## config.mk

```make
export PLATFORM = sky130hd
export DESIGN_NAME = darsc_ctrl
export DESIGN_NICKNAME = d
export VERILOG_FILES = /design/src/logic/darsc_pkg.sv /design/src/logic/darsc_ctrl.sv
export SDC_FILE = /design/constraint.sdc
export NUM_CORES = 1
export LEC_CHECK = 0
export ABC_AREA = 1
export CELL_PAD_IN_SITES_DETAIL_PLACEMENT = 1
export CELL_PAD_IN_SITES_GLOBAL_PLACEMENT = 1
export CORE_UTILIZATION = 34
export DETAILED_ROUTE_END_ITERATION = 10
export DONT_BUFFER_PORTS = 1
export GPL_TIMING_DRIVEN = 1
export HOLD_SLACK_MARGIN = 0.12
export PLACE_DENSITY_LB_ADDON = 0.1
export SLEW_MARGIN = 20
export SYNTH_ARGS = -nofsm -noshare
export SYNTH_HDL_FRONTEND = slang
export SYNTH_SLANG_ARGS = --single-unit
```

## constraint.sdc

```tcl
create_clock -name mclk_i -period 3.6 [get_ports mclk_i]
set_clock_uncertainty 0.05 [all_clocks]
set_input_delay 0.18 -clock mclk_i [delete_from_list [all_inputs] [get_ports mclk_i]]
set_output_delay 0.18 -clock mclk_i [all_outputs]
set_load 0.005 [all_outputs]
```

## src/logic/darsc_pkg.sv

```systemverilog
// Constants, register map and carrier types of the dual converter mode controller
package darsc_pkg;

  localparam int unsigned DARSC_AW = 8;
  localparam int unsigned DARSC_DW = 32;
  localparam int unsigned DARSC_SW = 24;

  // Register byte offsets
  localparam logic [7:0] CFG_OFS = 8'h00;
  localparam logic [7:0] PHASE_OFS = 8'h04;
  localparam logic [7:0] DATA0_OFS = 8'h08;
  localparam logic [7:0] DATA1_OFS = 8'h0c;
  localparam logic [7:0] STATUS_OFS = 8'h10;

  // Configuration word, bit n of each two-bit field steers channel n
  typedef struct packed {
    logic [1:0] mod_en;
    logic ext_clock_select;
    logic ext_reference_select;
    logic [1:0] chan_off;
    logic [1:0] chan_clear;
  } darsc_cfg_s;

  typedef struct packed {
    logic [1:0] settled;
    logic [1:0] active;
    logic mon_en;
    logic full_sd;
    logic input_clk;
    logic core_clk;
  } darsc_stat_s;

  typedef struct packed {
    logic [1:0] bias;
    logic int_ref;
    logic supply_mon;
    logic input_clk;
    logic core_clk;
  } darsc_clken_s;

  // Values after reset
  localparam darsc_cfg_s CFG_RESET = '0;
  localparam logic [7:0] PHASE_RESET = 8'h00;

  // Counts
  localparam logic [1:0] SETTLE_PERIODS = 2'h3;
  localparam logic [1:0] MOD_DIV_LAST = 2'h3;

  // Zero stream pattern and comparator reset code
  localparam logic [3:0] ZERO_PATTERN = 4'h3;
  localparam logic [3:0] COMP_RESET_CODE = 4'h3;

  typedef struct packed {
    logic rstn_s1;
    logic rstn_s2;
    logic por_s1;
    logic por_s2;
    logic wrc_s1;
    logic wrc_s2;
    logic wrc_d;
    darsc_cfg_s cfg;
    logic [7:0] phase;
    logic [1:0][DARSC_SW-1:0] data;
    logic [1:0][1:0] settle;
    logic [7:0] ph_cnt;
    logic ph_pend;
    logic fsd_d;
    logic [1:0] div;
    logic [1:0] pat_idx;
    logic [DARSC_DW-1:0] rdata;
    logic [1:0] drdy;
    logic [1:0] bit_out;
    logic [1:0] bit_oe;
  } darsc_state_s;

endpackage

```

## src/logic/darsc_ctrl.sv

```systemverilog
// Reset and shutdown mode control of a two-channel converter front end
// Functional notes
// RL1: Clear bit forces channel output to zero
// RL2: Soft reset clears only that channel's data
// RL3: No data-ready pulse during soft reset
// RL4: Enabled bitstream sends 0011 in soft reset
// RL5: Soft reset exit keeps phase, realigns pulses
// RL6: Valid output after filter settling time
// RL7: One channel in reset keeps clock running
// RL8: Both cleared gates digital core clock
// RL9: Both cleared keeps input structure clocked
// RL10: Hard reset restores defaults, floats bitstreams
// RL11: Hard reset holds interface; host stays silent
// RL12: Off bit shuts channel, config kept
// RL13: Off clear restarts, pulse after settling
// RL14: Host discards pulses within 1 ms
// RL15: Shut channel outputs zeros, no pulses
// RL16: Shut channel bitstream sends 0011 pattern
// RL17: Shutdown exit keeps phase, clock runs
// RL18: Both off stops input and core clocks
// RL19: Off 11 plus externals gives full shutdown
// RL20: Register port works in full shutdown
// RL21: Any bit cleared re-enables supply monitors
// RL22: Full shutdown exit acts as power-on reset
// RL23: Bit n of each field steers channel n
//
// Local design decisions: the register offsets and the address-and-strobe port.
module darsc_ctrl
  import darsc_pkg::*;
(
  input logic mclk_i,
  input logic rst_i,
  input logic reset_n_i,
  input logic por_i,
  input logic output_word_rate_clock_i,
  input logic [1:0][DARSC_SW-1:0] sample_i,
  input logic [1:0] mod_bit_i,
  input logic [DARSC_AW-1:0] addr_i,
  input logic [DARSC_DW-1:0] wdata_i,
  input logic wr_i,
  input logic rd_i,
  output logic [DARSC_DW-1:0] rdata_o,
  output logic [1:0] drdy_o,
  output logic [1:0] modulator_bitstream_out_o,
  output logic [1:0] modulator_bitstream_out_oe_o,
  output darsc_clken_s clk_en_o,
  output logic filter_reset_o,
  output logic iface_reset_o,
  output logic comp_force_o,
  output logic [3:0] comp_code_o
);

  darsc_state_s st_r;
  darsc_state_s st_nxt;
  logic hard;
  logic fsd;
  logic wrc_edge;
  logic mod_step;
  logic [1:0] run;
  logic [1:0] act;
  logic [1:0] fire;
  darsc_stat_s stat;

  // Channel n converts when neither its clear nor its off bit is set
  function automatic logic chan_run(input darsc_cfg_s c, input int n);
    chan_run = !c.chan_clear[n] && !c.chan_off[n]; // RL23
  endfunction

  assign hard = !st_r.rstn_s2 || st_r.por_s2;
  assign fsd = (st_r.cfg.chan_off == 2'b11) && st_r.cfg.ext_reference_select
               && st_r.cfg.ext_clock_select; // RL19
  assign wrc_edge = st_r.wrc_s2 && !st_r.wrc_d;
  assign mod_step = (st_r.div == MOD_DIV_LAST);

  always_comb begin
    for (int n = 0; n < 2; n++) begin
      run[n] = chan_run(st_r.cfg, n);
      act[n] = run[n] && !hard; // RL1 RL12
      fire[n] = act[n] && wrc_edge && (st_r.settle[n] <= 2'h1); // RL6 RL13
    end
  end

  // Clock distribution follows the pair of channel states
  always_comb begin
    clk_en_o.core_clk = |run; // RL7 RL8
    clk_en_o.input_clk = (st_r.cfg.chan_off != 2'b11); // RL9 RL18
    clk_en_o.supply_mon = !fsd; // RL21
    clk_en_o.int_ref = !fsd; // RL19
    clk_en_o.bias = ~st_r.cfg.chan_off; // RL12 RL13
  end

  always_comb begin
    stat.settled[0] = act[0] && (st_r.settle[0] == 2'h0);
    stat.settled[1] = act[1] && (st_r.settle[1] == 2'h0);
    stat.active = act;
    stat.mon_en = clk_en_o.supply_mon;
    stat.full_sd = fsd;
    stat.input_clk = clk_en_o.input_clk;
    stat.core_clk = clk_en_o.core_clk;
  end

  always_comb begin
    st_nxt = st_r;
    st_nxt.rstn_s1 = reset_n_i;
    st_nxt.rstn_s2 = st_r.rstn_s1;
    st_nxt.por_s1 = por_i;
    st_nxt.por_s2 = st_r.por_s1;
    st_nxt.wrc_s1 = output_word_rate_clock_i;
    st_nxt.wrc_s2 = st_r.wrc_s1;
    st_nxt.wrc_d = st_r.wrc_s2;
    st_nxt.drdy = 2'b00;
    st_nxt.rdata = '0;
    if (hard) begin
      // Interface held, every register back to default
      st_nxt.cfg = CFG_RESET; // RL10 RL11
      st_nxt.phase = PHASE_RESET;
      st_nxt.data = '0;
      st_nxt.settle = {SETTLE_PERIODS, SETTLE_PERIODS};
      st_nxt.ph_pend = 1'b0;
      st_nxt.ph_cnt = 8'h00;
      st_nxt.fsd_d = 1'b0;
      st_nxt.div = 2'h0;
      st_nxt.pat_idx = 2'h0;
      st_nxt.bit_out = 2'b00;
      st_nxt.bit_oe = 2'b00; // RL10
    end else begin
      st_nxt.fsd_d = fsd;
      // Register port stays alive in every mode but hard reset, full shutdown included
      if (wr_i) begin // RL20
        unique case (addr_i)
          CFG_OFS: st_nxt.cfg = darsc_cfg_s'(wdata_i[7:0]);
          PHASE_OFS: st_nxt.phase = wdata_i[7:0];
          default: ;
        endcase
      end
      if (rd_i) begin // RL20
        unique case (addr_i)
          CFG_OFS: st_nxt.rdata = {24'h000000, st_r.cfg};
          PHASE_OFS: st_nxt.rdata = {24'h000000, st_r.phase};
          DATA0_OFS: st_nxt.rdata = {8'h00, st_r.data[0]};
          DATA1_OFS: st_nxt.rdata = {8'h00, st_r.data[1]};
          STATUS_OFS: st_nxt.rdata = {24'h000000, stat};
          default: st_nxt.rdata = '0;
        endcase
      end
      // Leaving full shutdown behaves as a power-on reset
      if (st_r.fsd_d && !fsd) begin
        st_nxt.cfg = CFG_RESET; // RL22
        st_nxt.phase = PHASE_RESET; // RL22
      end
      // Modulator rate divider for the zero pattern
      st_nxt.div = mod_step ? 2'h0 : st_r.div + 2'h1;
      if (mod_step) begin
        st_nxt.pat_idx = st_r.pat_idx + 2'h1;
      end
      for (int n = 0; n < 2; n++) begin
        if (!act[n]) begin
          st_nxt.data[n] = '0; // RL2 RL15
          st_nxt.settle[n] = SETTLE_PERIODS; // RL6 RL13 RL22
        end else if (wrc_edge && (st_r.settle[n] != 2'h0)) begin
          st_nxt.settle[n] = st_r.settle[n] - 2'h1;
        end
        st_nxt.bit_oe[n] = st_r.cfg.mod_en[n];
        if (act[n]) begin
          st_nxt.bit_out[n] = mod_bit_i[n];
        end else begin
          st_nxt.bit_out[n] = ZERO_PATTERN[2'h3 - st_r.pat_idx]; // RL4 RL16
        end
      end
      // Channel 0 pulses on the shared rate edge
      if (fire[0]) begin
        st_nxt.drdy[0] = 1'b1; // RL3 RL15
        st_nxt.data[0] = sample_i[0];
      end
      // Channel 1 pulses the phase count plus one cycle after channel 0, always referenced to the same edge
      if (!act[1]) begin
        st_nxt.ph_pend = 1'b0; // RL3 RL15
      end else if (st_r.ph_pend) begin
        if (st_r.ph_cnt == 8'h00) begin
          st_nxt.ph_pend = 1'b0;
          st_nxt.drdy[1] = 1'b1; // RL5 RL17
          st_nxt.data[1] = sample_i[1];
        end else begin
          st_nxt.ph_cnt = st_r.ph_cnt - 8'h01;
        end
      end
      if (fire[1]) begin
        st_nxt.ph_pend = 1'b1; // RL5 RL17
        st_nxt.ph_cnt = st_r.phase;
      end
    end
  end

  always_ff @(posedge mclk_i) begin
    if (rst_i) begin
      st_r <= '0;
      st_r.cfg <= CFG_RESET;
      st_r.phase <= PHASE_RESET;
      st_r.settle <= {SETTLE_PERIODS, SETTLE_PERIODS};
    end else begin
      st_r <= st_nxt;
    end
  end

  assign rdata_o = st_r.rdata;
  assign drdy_o = st_r.drdy;
  assign modulator_bitstream_out_o = st_r.bit_out;
  assign modulator_bitstream_out_oe_o = st_r.bit_oe;
  assign filter_reset_o = hard; // RL10
  assign iface_reset_o = hard; // RL11
  assign comp_force_o = hard; // RL10
  assign comp_code_o = hard ? COMP_RESET_CODE : 4'h0;

  property p_no_drdy0_idle;
    @(posedge mclk_i) disable iff (rst_i)
    drdy_o[0] |-> $past(act[0]);
  endproperty
  a_no_drdy0_idle: assert property (p_no_drdy0_idle) // RL3
    else $error("channel 0 pulsed while held");

  property p_no_drdy1_idle;
    @(posedge mclk_i) disable iff (rst_i)
    drdy_o[1] |-> $past(act[1]) && act[1];
  endproperty
  a_no_drdy1_idle: assert property (p_no_drdy1_idle) // RL15
    else $error("channel 1 pulsed while held");

  property p_data_cleared;
    @(posedge mclk_i) disable iff (rst_i)
    (!act[0] && !act[1]) |=> (st_r.data[0] == '0) && (st_r.data[1] == '0);
  endproperty
  a_data_cleared: assert property (p_data_cleared) // RL2
    else $error("held channel data not cleared");

  property p_zero_stream;
    @(posedge mclk_i) disable iff (rst_i)
    (!hard && !act[0] && $past(!hard && !act[0])) |->
      modulator_bitstream_out_o[0] == ZERO_PATTERN[2'h3 - $past(st_r.pat_idx)];
  endproperty
  a_zero_stream: assert property (p_zero_stream) // RL4
    else $error("zero pattern wrong on channel 0");

  property p_hard_float;
    @(posedge mclk_i) disable iff (rst_i)
    hard |=> (modulator_bitstream_out_oe_o == 2'b00) && (st_r.cfg == CFG_RESET)
      && (rdata_o == '0);
  endproperty
  a_hard_float: assert property (p_hard_float) // RL10
    else $error("hard reset did not restore defaults");

  property p_hard_iface;
    @(posedge mclk_i) disable iff (rst_i)
    (hard && wr_i) |=> (st_r.phase == PHASE_RESET);
  endproperty
  a_hard_iface: assert property (p_hard_iface) // RL11
    else $error("write accepted during hard reset");

  property p_phase_delay;
    @(posedge mclk_i) disable iff (rst_i)
    (!hard && act[1] && st_r.ph_pend && (st_r.ph_cnt == 8'h00) && !fire[1]) |=> drdy_o[1];
  endproperty
  a_phase_delay: assert property (p_phase_delay) // RL5
    else $error("delayed pulse missing on channel 1");

  property p_settle;
    @(posedge mclk_i) disable iff (rst_i)
    drdy_o[0] |-> $past(st_r.settle[0]) <= 2'h1;
  endproperty
  a_settle: assert property (p_settle) // RL13
    else $error("pulse before filter settling");

  property p_core_gate;
    @(posedge mclk_i) disable iff (rst_i)
    (st_r.cfg.chan_clear == 2'b11) |-> !clk_en_o.core_clk;
  endproperty
  a_core_gate: assert property (p_core_gate) // RL8
    else $error("core clock running with both channels cleared");

  property p_input_clk;
    @(posedge mclk_i) disable iff (rst_i)
    (st_r.cfg.chan_off != 2'b11) |-> clk_en_o.input_clk;
  endproperty
  a_input_clk: assert property (p_input_clk) // RL9
    else $error("input structure clock stopped");

  property p_both_off;
    @(posedge mclk_i) disable iff (rst_i)
    (st_r.cfg.chan_off == 2'b11) |-> !clk_en_o.input_clk && !clk_en_o.core_clk;
  endproperty
  a_both_off: assert property (p_both_off) // RL18
    else $error("clocks distributed with both channels off");

  property p_fsd_mon;
    @(posedge mclk_i) disable iff (rst_i)
    fsd |-> !clk_en_o.supply_mon && !clk_en_o.int_ref;
  endproperty
  a_fsd_mon: assert property (p_fsd_mon) // RL19
    else $error("monitors on in full shutdown");

  property p_fsd_read;
    @(posedge mclk_i) disable iff (rst_i)
    (!hard && fsd && rd_i && (addr_i == CFG_OFS)) |=> rdata_o[7:0] == $past(st_r.cfg);
  endproperty
  a_fsd_read: assert property (p_fsd_read) // RL20
    else $error("register read failed in full shutdown");

  property p_fsd_exit;
    @(posedge mclk_i) disable iff (rst_i)
    (!hard && $fell(fsd)) |=> (st_r.cfg == CFG_RESET) ##1 !drdy_o[0];
  endproperty
  a_fsd_exit: assert property (p_fsd_exit) // RL22
    else $error("full shutdown exit kept configuration");

endmodule

```

==> metrics.csv, run 1 <==
metric;value;unit
outcome;completed;
vias;4658;
drive_above_1_share;0.0911;
timing.rr.start;st_r[123];
hold_buffers;72;
hpwl;11.2;mm
coreArea;15300;um2
syn_area;5380;um2
finalNetCount;852;
track_usage;0.208;
yosysUniqueCellTypes;30;
swShare;0.217;
routedWlPerCell;16.6;um
worstHoldStart;addr_i[4];
fp-row-count;45;
sequentialPowerShare;0.454;
vias_per_cell;4.81;
cts-buffers-inserted;17;
die_width;128;um
diodes;0;
yosysSeqAreaShare;0.443;
cts_buffer_depth;2;
pwr-share-comb;0.041;
antenna_found_initial;0;
clock_sinks;119;
final_cell_mix;146 x nand2_1, 119 x nand3_1, 119 x dfxtp_1;
cap_viol_max_count;0;
yosys_register_bits;119;
clock_latency;0.42;ns
finalHoldViolations;0;
setup_violations;0;
io_pins;148;
grt_max_degree;35;
remaining_drc_errors;0;
syn_avg_cell_area;7.47;um2
syn-instance-count;721;
min_path_type;in -> reg;
power_density;456;nW/um2
initial_utilization;0.351;
antenna_left;0;
ir_drop;0.303;mV
setup_tns;0;ns
crit_family;simple AND/OR/NAND/NOR gates;
place.gp.congestion;0.819;
drt_iter0_markers;193;
crit_fanout;27;
clockPowerShare;0.505;
rsz0062_at_grt;false;
relSlewSlack;0.508;
post-cts-setup-buffers;0;
ctsResizeCount;0;
worst_slew_pin_slew;0.736;ns
max_stage_delay;0.64;ns
fin_crit_sh;0.652;
startpoint_type;register;
place_inst;869;
port_buffers;0;
cts.clk_slew.worst_paths;0.05;ns
worstPathCellList;inv_2 -> nand2_2 -> nor2_4 -> nand3_1 -> nand2_1 -> inv_1 -> nor2_1 -> nor2_1;
pre_cts_slack;1.22;ns
global_route.overflow_total;0;
slew_viol_final;0;
p_leak;2.59;nW
cp.required;3.86;ns
htreeDepth;4;
fin_cells;968;
cp_slowest_cell;nor2_4;
critPathBufInv;2;
final_common_cell;nand2_1;
crit_arrival;2.60;ns
yosys_warnings;0;
fmax;0.426;GHz
final.setup.worst_slack;1.25;ns
crit_type;reg -> reg;
tritoncts;done;
critical_path.startpoint;st_r[123];
first_pass_iters;4;
cts-root-buf;clkbuf_16;
p_sw;0.633;mW
grt_pass1_vias;4798;
fp.dieH;128;um
p_int;2.28;mW
cp-end-kind;register;
cp_common_cell;nor2_1;
grt_pass1_wl;25.8;mm
routed_wl;16.0;mm
timing.final.crit_period;2.35;ns
area_growth;18.9;%
die_area;16300;um2
==> final cells by class <==
class	instances	area [um2]
fillers	1877	8910
multi-input cells	480	2300
clock buffers	21	470
clock inverters	6	30.0
flip-flops and latches	119	2380
well taps	211	264
inverters	56	210
repair buffers	75	743
==> stage by stage <==
stage | instance area, um2 | power (mW) | hold WS [ns] | utilization
global placement | 5180 | 1.41 | 0.203 | 0.338
CTS | 6400 | 2.95 | 0.124 | 0.418
floorplan | 5420 | 1.41 | 0.233 | -
detailed placement | 5180 | 1.41 | 0.205 | 0.338
finish | 6400 | 2.92 | 0.138 | 0.418
global route | 6400 | 3.01 | 0.152 | 0.418
==> path summary, 6_finish.rpt <==
| kind | to | slack, ns | cells past startpoint |
|---|---|---|---|
| worst max-delay path | st_r[48] | 1.25 | 8 |
| worst max register to register | st_r[48] | 1.25 | 8 |
| worst min register to register | st_r[123] | 0.35 | 2 |
| worst min-delay path | rdata_o[6] | 0.14 | 4 |
==> power groups by stage <==
stage | combinational (mW) | clock (mW) | sequential (mW)
after CTS | 0.119 | 1.51 | 1.32
after detailed placement | 0.0553 | 0 | 1.35
final | 0.119 | 1.47 | 1.32
after global routing | 0.132 | 1.56 | 1.32
after global placement | 0.0536 | 0 | 1.35
after floorplan | 0.0549 | 0 | 1.35
==> sequential cells by signal, summed over array words and instances (netlist names) <==
name and cells:
modulator_bitstream_out_o 2, st_r 85, st_nxt 4, drdy_o 2, rdata_o 24, modulator_bitstream_out_oe_o 2
==> cell usage after synthesis (all sizes together) <==
master    n  area (um2)
nor4      1        6.26
conb      1        3.75
dfxtp   119        2380
nand3b    1        7.51
nand2   152         586
nand4     2        18.8
ha        6        75.1
o21ai    58         290
o211ai    1        7.51
nand3   122         633
xor2      2        17.5
nor2     84         378
clkbuf    8        30.0
nor3b     1        7.51
a21oi    37         211
inv      56         210
nor3      3        20.0
buf      67         498
==> metal layers <==
metal  wire length, um  share of wire  track usage
met4               327          0.020       0.0837
met5                 0              0            0
met3               709          0.044       0.0509
met1              7280           0.45        0.254
met2              7720           0.48        0.350
==> kinds of logic (layout without fill, tap and decap cells) <==
| group | after synthesis | count (layout) | synth area share |
|---|---|---|---|
| other cells | 1 | 10 | 0.000697 |
| xor+xnor | 2 | 2 | 0.00325 |
| compound gates | 96 | 96 | 0.0946 |
| fa+ha+maj | 6 | 6 | 0.0139 |
| simple gates | 366 | 366 | 0.308 |
| buf+inv | 131 | 158 | 0.137 |
| flops | 119 | 119 | 0.443 |
==> tightest hold or removal path, stage by stage <==
cell     delay, ns
inv_1         0.11
nor2_1        0.13
nand3_1       0.08
a21oi_1       0.06
(Power assumes the default switching activity.)
==> inputs of run 2 (changes only) <==
clock period = 2.1 ns   (was 3.6 ns; I/O delays follow)
==> metrics.csv, run 2 (synthesis gave the netlist of run 1 again) <==
metric;value;unit;change
outcome;completed;;unchanged
antenna_left;0;;unchanged
max_stage_delay;0.33;ns;was 0.64 ns
swShare;0.206;;was 0.217
area_growth;23.6;%;was 18.9%
drive_above_1_share;0.110;;was 0.0911
first_pass_iters;4;;unchanged
ir_drop;0.985;mV;was 0.303 mV
crit_family;simple AND/OR/NAND/NOR gates;;unchanged
crit_fanout;9;;was 27
p_int;4.64;mW;was 2.28 mW
final_cell_mix;146 x nand2_1, 119 x nand3_1, 119 x dfxtp_1;;unchanged
cp_common_cell;nor2_1;;unchanged
place.gp.congestion;0.830;;was 0.819
clockPowerShare;0.576;;was 0.505
startpoint_type;register;;unchanged
hpwl;11.3;mm;was 11.2 mm
global_route.overflow_total;0;;unchanged
rsz0062_at_grt;false;;unchanged
cp-end-kind;register;;unchanged
htreeDepth;4;;unchanged
tritoncts;done;;unchanged
crit_arrival;2.08;ns;was 2.60 ns
antenna_found_initial;0;;unchanged
cts-root-buf;clkbuf_16;;unchanged
grt_pass1_wl;26.1;mm;was 25.8 mm
grt_max_degree;30;;was 35
diodes;0;;unchanged
clock_sinks;119;;unchanged
fp-row-count;45;;unchanged
pwr-share-comb;0.036;;was 0.041
routed_wl;16.4;mm;was 16.0 mm
setup_tns;0;ns;unchanged
vias;4813;;was 4658
vias_per_cell;4.91;;was 4.81
fin_cells;981;;was 968
sequentialPowerShare;0.388;;was 0.454
die_width;128;um;unchanged
largest_reg_flops;85;;unchanged
power_density;878;nW/um2;was 456 nW/um2
initial_utilization;0.351;;unchanged
p_leak;2.70;nW;was 2.59 nW
finalNetCount;860;;was 852
cp.required;2.36;ns;was 3.86 ns
setup_violations;0;;unchanged
relSlewSlack;0.630;;was 0.508
cap_viol_max_count;0;;unchanged
track_usage;0.211;;was 0.208
remaining_drc_errors;0;;unchanged
cts_buffer_depth;2;;unchanged
critPathBufInv;2;;unchanged
slew_viol_final;0;;unchanged
final_common_cell;nand2_1;;unchanged
place_inst;879;;was 869
coreArea;15300;um2;unchanged
worstPathCellList;inv_1 -> ha_1 -> nor2_1 -> nor2_1 -> nand2_2 -> nand2_1 -> inv_1 -> nor2_1 -> nor2_1;;was inv_2 -> nand2_2 -> nor2_4 -> nand3_1 -> nand2_1 -> inv_1 -> nor2_1 -> nor2_1
min_path_type;in -> reg;;unchanged
fillers;1887;;was 1877
io_pins;148;;unchanged
routedWlPerCell;16.7;um;was 16.6 um
finalHoldViolations;0;;unchanged
grt_pass1_vias;4970;;was 4798
timing.final.crit_period;1.82;ns;was 2.35 ns
cts.clk_slew.worst_paths;0.06;ns;was 0.05 ns
drt_iter0_markers;158;;was 193
top_register;st_r;;unchanged
die_area;16300;um2;unchanged
port_buffers;0;;unchanged
fp.dieH;128;um;unchanged
fmax;0.550;GHz;was 0.426 GHz
worst_slew_pin_slew;0.556;ns;was 0.736 ns
fin_crit_sh;0.865;;was 0.652
cts-buffers-inserted;17;;unchanged
cp_slowest_cell;dfxtp_1;;was nor2_4
clock_latency;0.42;ns;about the same
p_sw;1.21;mW;was 0.633 mW
crit_type;reg -> reg;;unchanged
## run 2: cell types whose count changed in the layout (fill, tap and decap cells not counted)
cell	previous run	this run
buf_12	0	1
buf_4	3	12
bufinv_16	0	6
clkbuf_1	1	0
clkbuf_8	3	1
clkinv_2	6	1
clkinv_4	0	4
clkinvlp_4	0	1
dlygate4sd3_1	72	70
inv_6	0	2
## run 2: area by class of cell
type                            count  area, um2  share of cell area
Clock buffer                       18        439              0.0660
Clock inverter                     14        245              0.0369
Inverter                           56        210              0.0316
Multi-Input combinational cell    480       2300               0.346
Sequential cell                   119       2380               0.358
Tap cell                          211        264              0.0397
Timing Repair Buffer               83        811               0.122
## run 2: through the flow
step	util	hold slack [ns]	area [um2]	power [mW]	worst slack, ns
3_5_place_dp	0.344	0.130	5270	2.42	0.254
2_1_floorplan	-	0.158	5420	2.41	0.655
3_3_place_gp	0.344	0.129	5270	2.41	0.328
4_1_cts	0.434	0.130	6650	5.92	0.231
5_1_grt	0.434	0.189	6650	6.04	0.0674
6_report	0.434	0.155	6650	5.84	0.283
## run 2: power by group through the flow
| stage | Sequential [mW] | Clock [mW] | Combinational, mW |
|---|---|---|---|
| final | 2.27 | 3.36 | 0.210 |
| after global routing | 2.27 | 3.54 | 0.229 |
| after CTS | 2.27 | 3.44 | 0.210 |
| after detailed placement | 2.32 | 0 | 0.0993 |
| after global placement | 2.32 | 0 | 0.0968 |
| after floorplan | 2.32 | 0 | 0.0942 |
## run 2: worst min-delay path: cells and delay by family
kind | cells | cell delay (ns)
AND/OR/NAND/NOR | 4 | 0.38
AO/OA/AOI/OAI | 1 | 0.09
## run 2: repair_timing
action                                 CTS  global route
setup buffers                            0             0
gates resized for setup                  0             0
endpoints found under the hold margin  109             0
hold buffers                            70             0
## run 2: routing by layer
layer / share of wire / track usage / vias up
li1: - / - / 2361
met1: 0.45 / 0.252 / 2326
met2: 0.50 / 0.365 / 106
met3: 0.036 / 0.0518 / 20
met4: 0.015 / 0.0810 / 0
met5: 0 / 0 / -
## run 2: worst paths after layout
kind | from | to | slack (ns) | depth (start not counted)
setup / recovery | st_r[55] | st_r[45] | 0.28 | 9
hold / removal | addr_i[6] | st_r[113] | 0.15 | 5
setup reg to reg | st_r[55] | st_r[45] | 0.28 | 9
hold reg to reg | st_nxt[123] | st_r[123] | 0.35 | 2
